### src/rtl/eeprom_host_pkg.sv
// constants and types shared by the memory write host controller
//
// Overview of operation
// - enable protection with 5555/AA, 2AAA/55, 5555/A0 in page timing
// - protected write sends three unlock bytes then data bytes as steps 4-67
// - host keeps page address bits steady during a whole page load
// - disable protection with six writes ending 5555/20
// - 12 V on id select pin reads maker byte or part byte by id byte select
package eeprom_host_pkg;

  localparam int unsigned CLK_MHZ        = 25;
  localparam int unsigned ADDR_W         = 15;
  localparam int unsigned PAGE_BYTES     = 64;
  localparam int unsigned PAGE_OFS_W     = 6;

  // strobe shape, in ns
  localparam int unsigned SETUP_NS       = 80;
  localparam int unsigned PULSE_NS       = 150;
  localparam int unsigned HOLD_NS        = 1000;
  localparam int unsigned SETUP_CYC      = (SETUP_NS * CLK_MHZ + 999) / 1000;
  localparam int unsigned PULSE_CYC      = (PULSE_NS * CLK_MHZ + 999) / 1000;
  localparam int unsigned HOLD_CYC       = (HOLD_NS * CLK_MHZ + 999) / 1000;

  // page window and write time, in us
  localparam int unsigned WINDOW_MIN_US  = 100;
  localparam int unsigned WINDOW_MAX_US  = 1000;
  localparam int unsigned WRITE_US       = 12000;
  localparam int unsigned GAP_MAX_CYC    = WINDOW_MIN_US * CLK_MHZ / 2;
  localparam int unsigned WAIT_CYC       = (WINDOW_MAX_US + WRITE_US) * CLK_MHZ;
  localparam int unsigned READ_CYC       = 8;

  localparam logic [14:0] CMD_ADDR_A     = 15'h5555;
  localparam logic [14:0] CMD_ADDR_B     = 15'h2AAA;
  localparam logic [7:0]  CMD_AA         = 8'hAA;
  localparam logic [7:0]  CMD_55         = 8'h55;
  localparam logic [7:0]  CMD_SET        = 8'hA0;
  localparam logic [7:0]  CMD_CLR        = 8'h80;
  localparam logic [7:0]  CMD_OFF        = 8'h20;

  typedef enum logic [2:0] {
    OP_WRITE   = 3'h0,
    OP_PROT_ON = 3'h1,
    OP_PROT_OFF= 3'h2,
    OP_READ_ID = 3'h3
  } op_e;

  typedef struct packed {
    op_e          op;
    logic         prot;     // device currently protected
    logic         id_sel;   // which identifier byte
    logic [8:0]   page;
    logic [6:0]   count;    // bytes to load, 1..64
  } cmd_s;

  typedef struct packed {
    logic [PAGE_OFS_W-1:0] ofs;
    logic [7:0]            data;
  } load_s;

  function automatic logic odd_parity_ok(input logic [7:0] b);
    return ^b;
  endfunction

endpackage : eeprom_host_pkg

### src/rtl/eeprom_host.sv
// host controller driving the parallel memory write, protection and id sequences
`timescale 1ns/1ns
module eeprom_host
  import eeprom_host_pkg::*;
#(
  parameter int unsigned WAIT_CYCLES = WAIT_CYC,
  parameter logic [7:0]  MAKER_CODE  = 8'h80,  // arbitrary value
  parameter logic [7:0]  PART_CODE   = 8'h83   // arbitrary value
) (
  // clock and reset
  input  wire logic               CLK_SYS,
  input  wire logic               RST_N,
  // command side
  input  wire logic               CMD_VALID,
  output logic                    CMD_READY,
  input  cmd_s                    CMD,
  input  wire logic               LOAD_VALID,
  output logic                    LOAD_READY,
  input  load_s                   LOAD,
  output logic                    DONE,
  output logic [7:0]              ID_BYTE,
  output logic                    ID_OK,
  output logic                    ID_MATCH,
  // memory pins
  output logic [ADDR_W-1:0]       MEM_A,
  output logic                    MEM_ID_HV,
  input  wire logic [7:0]         MEM_D_IN,
  output logic [7:0]              MEM_D_OUT,
  output logic                    MEM_D_OE_N,
  output logic                    MEM_CE_N,
  output logic                    MEM_OE_N,
  output logic                    MEM_WE_N
);

  typedef enum logic [2:0] {
    H_IDLE, H_SEQ, H_LOAD, H_WAIT, H_ID, H_END
  } hst_e;

  logic        rst_s1_q;
  logic        rst_n_q;
  hst_e        st_q;
  cmd_s        cmd_q;
  logic [2:0]  step_q;
  logic [6:0]  left_q;
  logic [31:0] tmr_q;
  logic        sgo;
  logic [14:0] saddr;
  logic [7:0]  sdata;
  logic        sbusy;
  logic        sdone;
  logic [14:0] sa;
  logic [7:0]  sd;
  logic        sdoe_n;
  logic        swe_n;
  logic        sce_n;
  logic        id_ce_n_q;
  logic        id_oe_n_q;
  logic [2:0]  nseq;
  logic [7:0]  expect_id;

  always_ff @(posedge CLK_SYS or negedge RST_N) begin
    if (!RST_N) begin
      rst_s1_q <= 1'b0;
      rst_n_q  <= 1'b0;
    end else begin
      rst_s1_q <= 1'b1;
      rst_n_q  <= rst_s1_q;
    end
  end

  // the fixed command prefixes, indexed by step
  function automatic logic [22:0] seq_word(input op_e op, input logic [2:0] s);
    logic [7:0] last;
    last = (op == OP_PROT_OFF) ? CMD_CLR : CMD_SET;
    case (s)
      3'd0, 3'd3: seq_word = {CMD_ADDR_A, CMD_AA};
      3'd1, 3'd4: seq_word = {CMD_ADDR_B, CMD_55};
      3'd2:       seq_word = {CMD_ADDR_A, last};
      default:    seq_word = {CMD_ADDR_A, CMD_OFF};
    endcase
  endfunction

  always_comb begin
    case (cmd_q.op)
      OP_PROT_OFF: nseq = 3'd6;
      OP_PROT_ON:  nseq = 3'd3;
      default:     nseq = cmd_q.prot ? 3'd3 : 3'd0;
    endcase
  end

  assign CMD_READY  = (st_q == H_IDLE);
  // loads go out only between strobes, so gaps stay far below the window
  // ready does not wait on valid, so the handshake can complete;
  // masked on the last done so no extra byte slips into the page
  assign LOAD_READY = (st_q == H_LOAD) && !sbusy && !(sdone && left_q == 7'd1);
  assign sgo = ((st_q == H_SEQ) && !sbusy && !sdone) ||
               (LOAD_VALID && LOAD_READY);
  assign {saddr, sdata} = (st_q == H_SEQ) ? seq_word(cmd_q.op, step_q) :
                          {cmd_q.page, LOAD.ofs, LOAD.data};

  eeprom_strobe u_strobe (
    .clk      (CLK_SYS),
    .rst_n    (rst_n_q),
    .go       (sgo),
    .addr     (saddr),
    .data     (sdata),
    .busy     (sbusy),
    .done     (sdone),
    .a_q      (sa),
    .d_q      (sd),
    .d_oe_n_q (sdoe_n),
    .we_n_q   (swe_n),
    .ce_n_q   (sce_n)
  );

  always_ff @(posedge CLK_SYS or negedge rst_n_q) begin
    if (!rst_n_q) begin
      st_q   <= H_IDLE;
      cmd_q  <= '0;
      step_q <= 3'd0;
      left_q <= 7'd0;
      tmr_q  <= 32'd0;
      DONE   <= 1'b0;
    end else begin
      DONE <= 1'b0;
      case (st_q)
        H_IDLE: begin
          if (CMD_VALID) begin
            cmd_q  <= CMD;
            step_q <= 3'd0;
            tmr_q  <= 32'd0;
            // 1..64 bytes; zero is bumped to one
            left_q <= (CMD.count == 7'd0) ? 7'd1 :
                      (CMD.count > 7'(PAGE_BYTES)) ? 7'(PAGE_BYTES) : CMD.count;
            if (CMD.op == OP_READ_ID) begin
              st_q <= H_ID;
            end else if (CMD.op == OP_WRITE && !CMD.prot) begin
              st_q <= H_LOAD;
            end else begin
              st_q <= H_SEQ;
            end
          end
        end
        H_SEQ: begin
          // back-to-back strobes keep the sequence inside its timer
          if (sdone) begin
            step_q <= step_q + 3'd1;
            if (step_q + 3'd1 == nseq) begin
              st_q <= (cmd_q.op == OP_WRITE) ? H_LOAD : H_WAIT;
            end
          end
        end
        H_LOAD: begin
          if (sdone) begin
            left_q <= left_q - 7'd1;
            if (left_q == 7'd1) begin
              st_q  <= H_WAIT;
              tmr_q <= 32'd0;
            end
          end
        end
        H_WAIT: begin
          // strobe idle past the longest window plus the write time
          tmr_q <= tmr_q + 32'd1;
          if (tmr_q + 32'd1 >= WAIT_CYCLES) begin
            st_q <= H_END;
          end
        end
        H_ID: begin
          tmr_q <= tmr_q + 32'd1;
          if (tmr_q + 32'd1 >= 32'(READ_CYC)) begin
            st_q <= H_END;
          end
        end
        default: begin
          DONE <= 1'b1;
          st_q <= H_IDLE;
        end
      endcase
    end
  end

  // identifier read: high voltage on the id pin, gate low, strobe high
  always_ff @(posedge CLK_SYS or negedge rst_n_q) begin
    if (!rst_n_q) begin
      MEM_ID_HV <= 1'b0;
      id_ce_n_q <= 1'b1;
      id_oe_n_q <= 1'b1;
    end else begin
      MEM_ID_HV <= (st_q == H_ID);
      id_ce_n_q <= (st_q != H_ID);
      id_oe_n_q <= (st_q != H_ID);
    end
  end

  assign expect_id = cmd_q.id_sel ? PART_CODE : MAKER_CODE;

  always_ff @(posedge CLK_SYS or negedge rst_n_q) begin
    if (!rst_n_q) begin
      ID_BYTE  <= 8'h00;
      ID_OK    <= 1'b0;
      ID_MATCH <= 1'b0;
    end else if (st_q == H_ID && tmr_q + 32'd1 >= 32'(READ_CYC)) begin
      ID_BYTE  <= MEM_D_IN;
      ID_OK    <= odd_parity_ok(MEM_D_IN);
      ID_MATCH <= (MEM_D_IN == expect_id);
    end
  end

  // other addresses held low in id mode, low address bit picks the byte
  // held until select and gate are back up, so no stray address shows under 12 V
  assign MEM_A      = (st_q == H_ID || !id_ce_n_q) ? {14'h0000, cmd_q.id_sel} : sa;
  assign MEM_D_OUT  = sd;
  assign MEM_D_OE_N = sdoe_n;
  assign MEM_CE_N   = sce_n & id_ce_n_q;
  // gate held high through every write so none is inhibited
  assign MEM_OE_N   = id_oe_n_q;
  assign MEM_WE_N   = swe_n;

endmodule // eeprom_host

### src/rtl/eeprom_strobe.sv
// one write strobe on the memory pins with setup, pulse and hold spacing
`timescale 1ns/1ns
module eeprom_strobe
  import eeprom_host_pkg::*;
(
  // clock and reset
  input  wire logic               clk,
  input  wire logic               rst_n,
  // request
  input  wire logic               go,
  input  wire logic [ADDR_W-1:0]  addr,
  input  wire logic [7:0]         data,
  output logic                    busy,
  output logic                    done,
  // pins
  output logic [ADDR_W-1:0]       a_q,
  output logic [7:0]              d_q,
  output logic                    d_oe_n_q,
  output logic                    we_n_q,
  output logic                    ce_n_q
);

  typedef enum logic [1:0] {S_IDLE, S_SETUP, S_PULSE, S_HOLD} st_e;
  st_e        st_q;
  logic [7:0] cnt_q;

  assign busy = (st_q != S_IDLE);

  always_ff @(posedge clk or negedge rst_n) begin
    if (!rst_n) begin
      st_q     <= S_IDLE;
      cnt_q    <= 8'h00;
      a_q      <= '0;
      d_q      <= 8'h00;
      d_oe_n_q <= 1'b1;
      we_n_q   <= 1'b1;
      ce_n_q   <= 1'b1;
      done     <= 1'b0;
    end else begin
      done <= 1'b0;
      case (st_q)
        S_IDLE: begin
          if (go) begin
            // select falls first so the strobe is the lagging edge
            a_q      <= addr;
            d_q      <= data;
            d_oe_n_q <= 1'b0;
            ce_n_q   <= 1'b0;
            cnt_q    <= 8'(SETUP_CYC);
            st_q     <= S_SETUP;
          end
        end
        S_SETUP: begin
          if (cnt_q <= 8'h01) begin
            we_n_q <= 1'b0;
            cnt_q  <= 8'(PULSE_CYC);
            st_q   <= S_PULSE;
          end else begin
            cnt_q <= cnt_q - 8'h01;
          end
        end
        S_PULSE: begin
          // pulse well over 20 ns so the lockout never eats it
          if (cnt_q <= 8'h01) begin
            we_n_q <= 1'b1;
            cnt_q  <= 8'(HOLD_CYC);
            st_q   <= S_HOLD;
          end else begin
            cnt_q <= cnt_q - 8'h01;
          end
        end
        default: begin
          if (cnt_q == 8'h02) begin
            ce_n_q   <= 1'b1;
            d_oe_n_q <= 1'b1;
          end
          if (cnt_q <= 8'h01) begin
            done <= 1'b1;
            st_q <= S_IDLE;
          end else begin
            cnt_q <= cnt_q - 8'h01;
          end
        end
      endcase
    end
  end

endmodule // eeprom_strobe
### config.mk
export PLATFORM = sky130hd
export DESIGN_NAME = eeprom_host
export DESIGN_NICKNAME = d
export VERILOG_FILES = /design/src/rtl/eeprom_host_pkg.sv /design/src/rtl/eeprom_host.sv /design/src/rtl/eeprom_strobe.sv
export SDC_FILE = /design/constraint.sdc
export NUM_CORES = 1
export LEC_CHECK = 0
export BUFFER_PORTS_ARGS = -buffer_cell sky130_fd_sc_hd__buf_4
export CAP_MARGIN = 20
export CORE_MARGIN = 5
export CORE_UTILIZATION = 26
export CTS_BUF_LIST = sky130_fd_sc_hd__clkbuf_8
export CTS_CLUSTER_SIZE = 24
export DETAILED_ROUTE_END_ITERATION = 10
export PLACE_DENSITY = 0.41
export SKIP_CTS_REPAIR_TIMING = 1
export SYNTH_ARGS = -nofsm -noshare
export SYNTH_HDL_FRONTEND = slang
export SYNTH_SLANG_ARGS = --single-unit
### constraint.sdc
create_clock -name CLK_SYS -period 3.3 [get_ports CLK_SYS]
set_clock_uncertainty 0.2 [all_clocks]
set_input_delay 0.99 -clock CLK_SYS [delete_from_list [all_inputs] [get_ports CLK_SYS]]
set_output_delay 0.99 -clock CLK_SYS [all_outputs]
set_load 0.005 [all_outputs]
After elaboration in Yosys (flattened, before gate mapping)
Index checks and enable logic that the tools add are counted.
{ "totals": {"regBits": 110, "input_bits": 47, "out_inout_bits": 41} }
{ "classes": {"add_sub_neg": 4, "order_cmp": 4, "eq_ne": 29, "muxes": 49, "bitwise_logic": 2, "reduce_logical": 45} }
{ "op_table": {"columns": ["cell", "n"], "rows": [
  ["$mux 32", 3],
  ["$pmux 32 s3", 1],
  ["$pmux 23 s3", 1],
  ["$add 32x1->32 const B", 1],
  ["$ge 32x19->1 const B", 1],
  ["$ge 32x4->1 const B", 1],
  ["$mux 8", 4],
  ["$mux 3", 10],
  ["$mux 7", 4],
  ["$pmux 8 s3", 1],
  ["$mux 23", 1],
  ["$eq 3x2->1 const B", 6],
  ["$mux 15", 1],
  ["$pmux 3 s5", 1],
  ["$mux 2", 7],
  ["$pmux 7 s2", 1],
  ["$logic_not 3->1", 4],
  ["$ne 2x1->1 const B", 6],
  ["$pmux 3 s2", 2],
  ["$reduce_and 3->1", 4],
  ["$reduce_bool 2->1", 6],
  ["$eq 3x1->1 const B", 3],
  ["$eq 8x2->1 const B", 1],
  ["$eq 8x8->1", 1],
  ["32 further kinds", 62]
]} }

Logic depth before layout (Yosys ltp)
Gate-level depths: netlist of run 1.
{ "depth": {"ltp_word": 8, "ltp_mapped": 12, "depth_no_buf": 9} }

Modules after synthesis
A second synthesis of run 1 with hierarchy kept.
{ "unflattened": {"hier_cells": 737, "hier_area_um2": 6871.6} }
{ "modules_own_cells": {"columns": ["module", "n_inst", "cells_each", "area_per_inst_um2", "seq_area_each_um2"], "rows": [
  ["eeprom_host", 1, 569, 5009.8, 1853.0],
  ["eeprom_strobe", 1, 168, 1861.8, 903.4]
]} }

Least setup slack after synthesis of run 1
No wires, ideal clock.
{ "synth_path": {"path_kind": "reg-to-reg", "from": "register tmr_q[11]", "to": "register ID_BYTE[0]", "t_arrival_ns": 2.933, "required_time_ns": 2.973, "path_slack_ns": 0.040, "path_stages_with_launch": 11, "period_less_slack_ns": 3.260, "cell_sequence": "dfrtp_1 > buf_2 > nand4_1 > or3_4 > nor4_1 > xor2_1 > or4_1 > nor4_2 > a41o_1 > buf_4 > mux2_1"} }
{ "synth_via": {"elab_chain_len": 3} }
{ "synth_lines": {"columns": ["element", "line_no", "source"], "rows": [
  ["start: declaration", "eeprom_host.sv:45", "logic [31:0] tmr_q;"],
  ["start signal: assignment", "eeprom_host.sv:164", "tmr_q <= tmr_q + 32'd1;"],
  ["start signal: assignment", "eeprom_host.sv:170", "tmr_q <= tmr_q + 32'd1;"],
  ["$add 32x1->32", "eeprom_host.sv:203", "end else if (st_q == H_ID && tmr_q + 32'd1 >= 32'(READ_CYC)) begin"],
  ["$ge 32x4->1", "eeprom_host.sv:203", null],
  ["$logic_and 1x1->1", "eeprom_host.sv:203", null],
  ["end signal: assignment", "eeprom_host.sv:200", "ID_BYTE <= 8'h00;"],
  ["end signal: assignment", "eeprom_host.sv:204", "ID_BYTE <= MEM_D_IN;"],
  ["end: declaration", "eeprom_host.sv:21", "output logic [7:0] ID_BYTE,"]
]} }
Every way passes these cells.
A chain may end at the register's enable or synchronous reset.

Final worst setup path of run 1
{ "layout_path": {"from": "register tmr_q[22]", "to": "register ID_BYTE[4]"} }
The elaborated chain is that of the path after synthesis.

==> flow_summary.toml, run 1 <==
[timing]
min_period_over_period = 0.9957
slew_viol_final = 0
rsz0062_at_grt = "yes"
fmax_mhz = 304.3
finalSetupViolations = 0
fin_crit_ps = 3286
whs_ps = 35.48
relSlewSlack = 0.4808
hold_violations = 0
worst_slew_pin_slew_ps = 778.8

[run_status]
status = "complete, no violations"

[grt]
antenna_found_initial = 0
grt_usage = 0.1378
globalRouteMet1Util = 0.1917
grt_start_max_net_pins = 89
grt_pass1_vias = 6005
top_usage_layer = "met2"
grt_pass1_wl_um = 32040
grtUsageMet3 = 0.02074
met2_usage = 0.2217
overflow = 0

[flow_run]
drv_cap = 0

[finish]
multiInputGateArea_um2 = 3507
area_growth_pct = 27.18
drive_gt1_frac = 0.2621
fin_nets = 931
antenna_cells = 0
final_cells = 1194
final_cell_area_um2 = 8214
seqCellArea_um2 = 2761
fillers = 2567

[floorplan]
dieHeight_um = 167.6
rows = 57
fp.dieArea_um2 = 28090
fp.coreArea_um2 = 24390
pin_count = 88
fp.dieW_um = 167.6
start_util = 0.2648

[synth]
netlist_top_cells_area = "dfrtp_1 (41%), o21ai_0 (7.7%), nand2_1 (4.2%)"
synth_top_area_cell = "dfrtp_1"
yosysTopAreaCellShare = 0.4146
synth_edf_count = 0
ys_types = 63
syn_nets = 806
syn_area_per_cell_um2 = 8.728
async_flop_share = 1.000
yosysMostFrequentCell = "dfrtp_1"
syn_area_um2 = 6459
ys_seq_elements = 110
synth_commonest_cells = "dfrtp_1 (107), o21ai_0 (100), nand2_1 (73)"
ys_warn_count = 0
syn-instance-count = 740
synth.yosys.seq_area_share = 0.4268
synth_ff_type = "dfrtp_1"

[critical_path]
cp_max_fo = 7
ff2ff_path_depth = 10
crit_start = "tmr_q[22]$_DFFE_PN0P_"
cp_data_required_time_ps = 3390
crit_type = "register to register"
cp.arrival_ps = 3380
worstReg2RegStart = "tmr_q[22]$_DFFE_PN0P_"
start_kind = "register"
endpoint_kind = "register"

[routing]
drc = 0
post_drt_wl_per_cell_um = 16.44
first_pass_iters = 6
routed_wl_um = 19630
drtIter0Drc = 344
vias = 5945
routed_via_density = 4.979
ant_nets = 0

[clock_network]
clockBufferDepth = 2
insertion_delay_ps = 400
htreeDepth = 3
clock-sinks = 110
cts.clk_slew.worst_paths_ps = 120
cts_tree = "yes"
tritoncts.num_buffers = 9
root_buffer = "clkbuf_8"

[placed_design]
gp_congestion = 0.8228
dp_cells = 1170
dp_hpwl_um = 14320
dpl_cell_area_um2 = 7860
portBuffers = 87

[pwr]
peakVddDrop_mv = 0.1849
power_leakage_uw = 0.003648
powerDensity_nw_per_um2 = 287.2

[min_path]
hold_path.class = "register to async pin"
[registers in the layout, summed over array words and instances (netlist names), 2 cells and up]
| signal | cells |
|---|---|
| tmr_q | 32 |
| st_q | 3 |
| u_strobe.a_q | 15 |
| u_strobe.cnt_q | 8 |
| step_q | 3 |
| cmd_q | 14 |
| u_strobe.d_q | 8 |
| ID_BYTE | 8 |
| u_strobe.st_q | 2 |
| left_q | 7 |
[layout by cell type, fill, tap and decap left out, drive strengths merged, types with 6 or more instances in the layout]
cell type	count
and3	23
a31oi	10
nor3	22
o21ai	101
xor2	6
clkbuf	9
or3	10
nand3	22
inv	33
and2	10
nand4	11
a21oi	45
buf	161
o31ai	15
or2	6
mux2	27
dfrtp	107
nor4	14
nor2	53
ha	19
nand2	73
xnor2	12
[metal layers]
layer	vias up	routed length, µm
li1	2915	-
met3	16	798
met4	0	297
met5	-	0
met1	2877	9302
met2	137	9234
[final timing paths]
| check | end | slack [ps] |
|---|---|---|
| hold reg to reg | tmr_q[17]$_DFFE_PN0P_ | 40 |
| min in group CLK_SYS | rst_n_q$_DFF_PN0_ | 170 |
| max in group asynchronous | u_strobe.d_oe_n_q$_DFFE_PN1P_ | 2040 |
| hold / removal | tmr_q[17]$_DFFE_PN0P_ | 40 |
| setup / recovery | ID_BYTE[4]$_DFFE_PN0P_ | 10 |
| setup reg to reg | ID_BYTE[4]$_DFFE_PN0P_ | 10 |
[logic make-up (layout without fill, tap and decap cells)]
logic type / after synthesis / count (layout) / synth area share
buffers and inverters: 74 / 204 / 0.04456
muxes: 31 / 31 / 0.05328
xor gates and xnor gates: 18 / 18 / 0.02441
DFF: 110 / 110 / 0.4268
other: 1 / 1 / 0.0005806
AOI/OAI and AO/OA: 217 / 217 / 0.1986
adders and majority gates: 19 / 19 / 0.03681
and+or+nand+nor: 270 / 270 / 0.2150
[metrics by stage]
step / util / setup slack (ps) / total power (µW) / setup TNS [ps]
2_1_floorplan: - / 39.68 / 1429 / 0
3_3_place_gp: 0.3223 / -86.32 / 1504 / -599.5
3_5_place_dp: 0.3223 / -132.3 / 1505 / -936.5
4_1_cts: 0.3307 / -198.2 / 2408 / -1590
5_1_grt: 0.3368 / -96.82 / 2468 / -740.0
6_report: 0.3368 / 14.08 / 2359 / 0
[cell type report]
| cell class | count | area share |
|---|---|---|
| clock inverters | 7 | 0.009901 |
| repair buffers | 161 | 0.1502 |
| multi-input cells | 556 | 0.4270 |
| well taps | 324 | 0.04935 |
| flip-flops and latches | 110 | 0.3362 |
| clock buffers | 9 | 0.01508 |
| inverters | 27 | 0.01234 |
[worst max-delay path, cell delays in order, from the launching register on]
cell and delay (ps):
dfrtp_1 480, nand4_1 280, nor4_1 510, buf_4 200
and4_1 220, o21bai_1 100, a21o_1 190, nor4_4 250
a41o_1 280, buf_12 140, mux2_1 320
[power breakdown]
group / total, µW / switching, µW / internal, µW
Combinational: 113 / 53.6 / 59.2
Sequential: 1360 / 9.05 / 1350
Clock: 883 / 572 / 311
No activity file was read; power rests on OpenSTA's default activity.
==> run 2, diff against run 1 <==
--- a/config.mk
+++ b/config.mk
@@ -8,11 +8,11 @@
 export BUFFER_PORTS_ARGS = -buffer_cell sky130_fd_sc_hd__buf_4
 export CAP_MARGIN = 20
 export CORE_MARGIN = 5
-export CORE_UTILIZATION = 26
+export CORE_UTILIZATION = 30
 export CTS_BUF_LIST = sky130_fd_sc_hd__clkbuf_8
 export CTS_CLUSTER_SIZE = 24
 export DETAILED_ROUTE_END_ITERATION = 10
-export PLACE_DENSITY = 0.41
+export PLACE_DENSITY = 0.46
 export SKIP_CTS_REPAIR_TIMING = 1
 export SYNTH_ARGS = -nofsm -noshare
 export SYNTH_HDL_FRONTEND = slang
==> constraint.sdc (replaced) <==
create_clock -name CLK_SYS -period 2.9 [get_ports CLK_SYS]
set_clock_uncertainty 0.2 [all_clocks]
set_input_delay 0.87 -clock CLK_SYS [delete_from_list [all_inputs] [get_ports CLK_SYS]]
set_output_delay 0.87 -clock CLK_SYS [all_outputs]
set_load 0.005 [all_outputs]
==> run 2 against run 1 <==
Net effect:
- the run now ends with setup timing left
- die area shrank 13%
- final area grew 3.9%
- first-iteration DRC count shrank 22%
- non-clock buffer count grew 40
- hold slack gained 13 ps
- via count grew 1.3%
- global-route usage grew 1.5 points
- total power grew 12%
- sequential share of layout area shrank 1.2 points
- core utilization grew 6.8 points
- sequential cell count is the same
- largest cell class unchanged
- largest power group unchanged
==> flow_summary.toml, run 2 (synthesized netlist as in run 1, its figures left out) <==
[timing]
min_period_over_period = 1.124
hold_violations = 0
slew_viol_final = 0
setup_slack_ps = -360.7
fin_crit_ps = 3261
worst_slew_pin_slew_ps = 614.4
whs_ps = 48.73
finalSetupViolations = 13
fmax_mhz = 306.7
relSlewSlack = 0.5904
rsz0062_at_grt = "yes"

[routing]
post_drt_wl_per_cell_um = 15.96
routed_via_density = 5.082
ant_nets = 0
drtIter0Drc = 269
first_pass_iters = 4
drc = 0
routed_wl_um = 18910
vias = 6022

[floorplan]
start_util = 0.3063
fp.coreArea_um2 = 21090
rows = 53
dieHeight_um = 156.7
pin_count = 88
fp.dieW_um = 156.7
fp.dieArea_um2 = 24560

[critical_path]
cp_slowest_cell = "or4_4"
cp_max_fo = 7
cp.arrival_ps = 3340
crit_type = "register to register"
cp_common_cell = "nor4_4"
endpoint_kind = "register"
slowest_delay_ps = 510
start_kind = "register"
cp_data_required_time_ps = 2970
crit_chain = "nand4_4, or3_4, nor4_4, xor2_1, or4_4, nor4_4, buf_4, a41o_1, buf_12, mux2_4"

[pwr]
finalPower_uw = 2635
peakVddDrop_mv = 0.1976
power_leakage_uw = 0.003913
powerDensity_nw_per_um2 = 308.8

[grt]
antenna_found_initial = 0
grt_start_max_net_pins = 65
grt_pass1_wl_um = 30770
grt_usage = 0.1530
grt_pass1_vias = 5974
overflow = 0

[clock_network]
insertion_delay_ps = 390
root_buffer = "clkbuf_8"
cts.clk_slew.worst_paths_ps = 130
htreeDepth = 3
tritoncts.num_buffers = 9
clock-sinks = 110
clockBufferDepth = 2
cts_tree = "yes"

[finish]
top_regs = "tmr_q x32, u_strobe.a_q x15, cmd_q x14"
layout_common_cells = "buf_4 (196), dfrtp_1 (103), o21ai_0 (99)"
fin_nets = 971
drive_gt1_frac = 0.3110
antenna_cells = 0
area_growth_pct = 32.12
largest_reg_flops = 32
top_register = "tmr_q"
seqCellArea_um2 = 2764
fillers = 2165
multiInputGateArea_um2 = 3573
final_core_util = 0.4047
layout_commonest_cell = "buf_4"

[placed_design]
gp_congestion = 0.8594
dp_hpwl_um = 14010
portBuffers = 87

[run_status]
status = "finished with violations"
violations = "setup timing"

[flow_run]
drv_cap = 0

[min_path]
hold_path.class = "primary input to async pin"
## run 2: cell count changes in the layout (fill, tap and decap cells not counted), moves of 2 or more
cell	change
dfrtp_2	+2
buf_6	+2
mux2_4	+7
mux2_1	-7
dfrtp_1	-2
buf_4	+37
## run 2: path summary, 6_finish.rpt
kind / from / endpoint / slack [ps] / cells after the start
min: RST_N / rst_n_q$_DFF_PN0_ / 50 / 1
min in group CLK_SYS: rst_s1_q$_DFF_PN0_ / rst_n_q$_DFF_PN0_ / 160 / 0
max in group asynchronous: rst_n_q$_DFF_PN0_ / st_q[1]$_DFFE_PN0P_ / 1580 / 1
max reg2reg: tmr_q[6]$_DFFE_PN0P_ / ID_BYTE[6]$_DFFE_PN0P_ / -360 / 10
max: tmr_q[6]$_DFFE_PN0P_ / ID_BYTE[6]$_DFFE_PN0P_ / -360 / 10
min reg2reg: rst_n_q$_DFF_PN0_ / ID_BYTE[5]$_DFFE_PN0P_ / 140 / 0
## run 2: per-stage QoR
stage | TNS [ps] | std cells | setup slack [ps] | area (µm²)
CTS | -5214 | 1178 | -493.8 | 8364
finish | -3799 | 1185 | -360.7 | 8533
floorplan | -1297 | 740 | -158.6 | 6541
detailed placement | -4517 | 1162 | -439.9 | 8168
global route | -4901 | 1185 | -438.6 | 8533
global placement | -4082 | 1162 | -390.1 | 8168
## run 2: report_power, final
group          switching, µW  leakage (µW)  internal (µW)
Clock                    611     0.0000974            345
Combinational           53.0       0.00235           71.2
Sequential              15.5       0.00147           1540
## run 2: area by class of cell
type                            instances  area share
Inverter                               27     0.01188
Multi-Input combinational cell        556      0.4188
Timing Repair Buffer                  201      0.1821
Tap cell                              275     0.04032
Sequential cell                       110      0.3239
Clock buffer                            9     0.01452
Clock inverter                          7    0.008504
## run 2: worst max-delay path: cells and delay by family (launching register included)
kind                   cells  cell delay (ps)
AO/OA/AOI/OAI              1              230
XOR/XNOR                   1              110
buffers and inverters      2              300
flip-flops                 1              420
multiplexers               1              300
AND/OR/NAND/NOR            5             1580
## run 2: metal layers
| metal | share of wire | GRT usage | vias to the layer above |
|---|---|---|---|
| met1 | 0.47 | 0.2103 | 2918 |
| li1 | - | - | 2997 |
| met5 | 0 | 0 | - |
| met3 | 0.035 | 0.02240 | 13 |
| met2 | 0.48 | 0.2537 | 94 |
| met4 | 0.010 | 0.03884 | 0 |
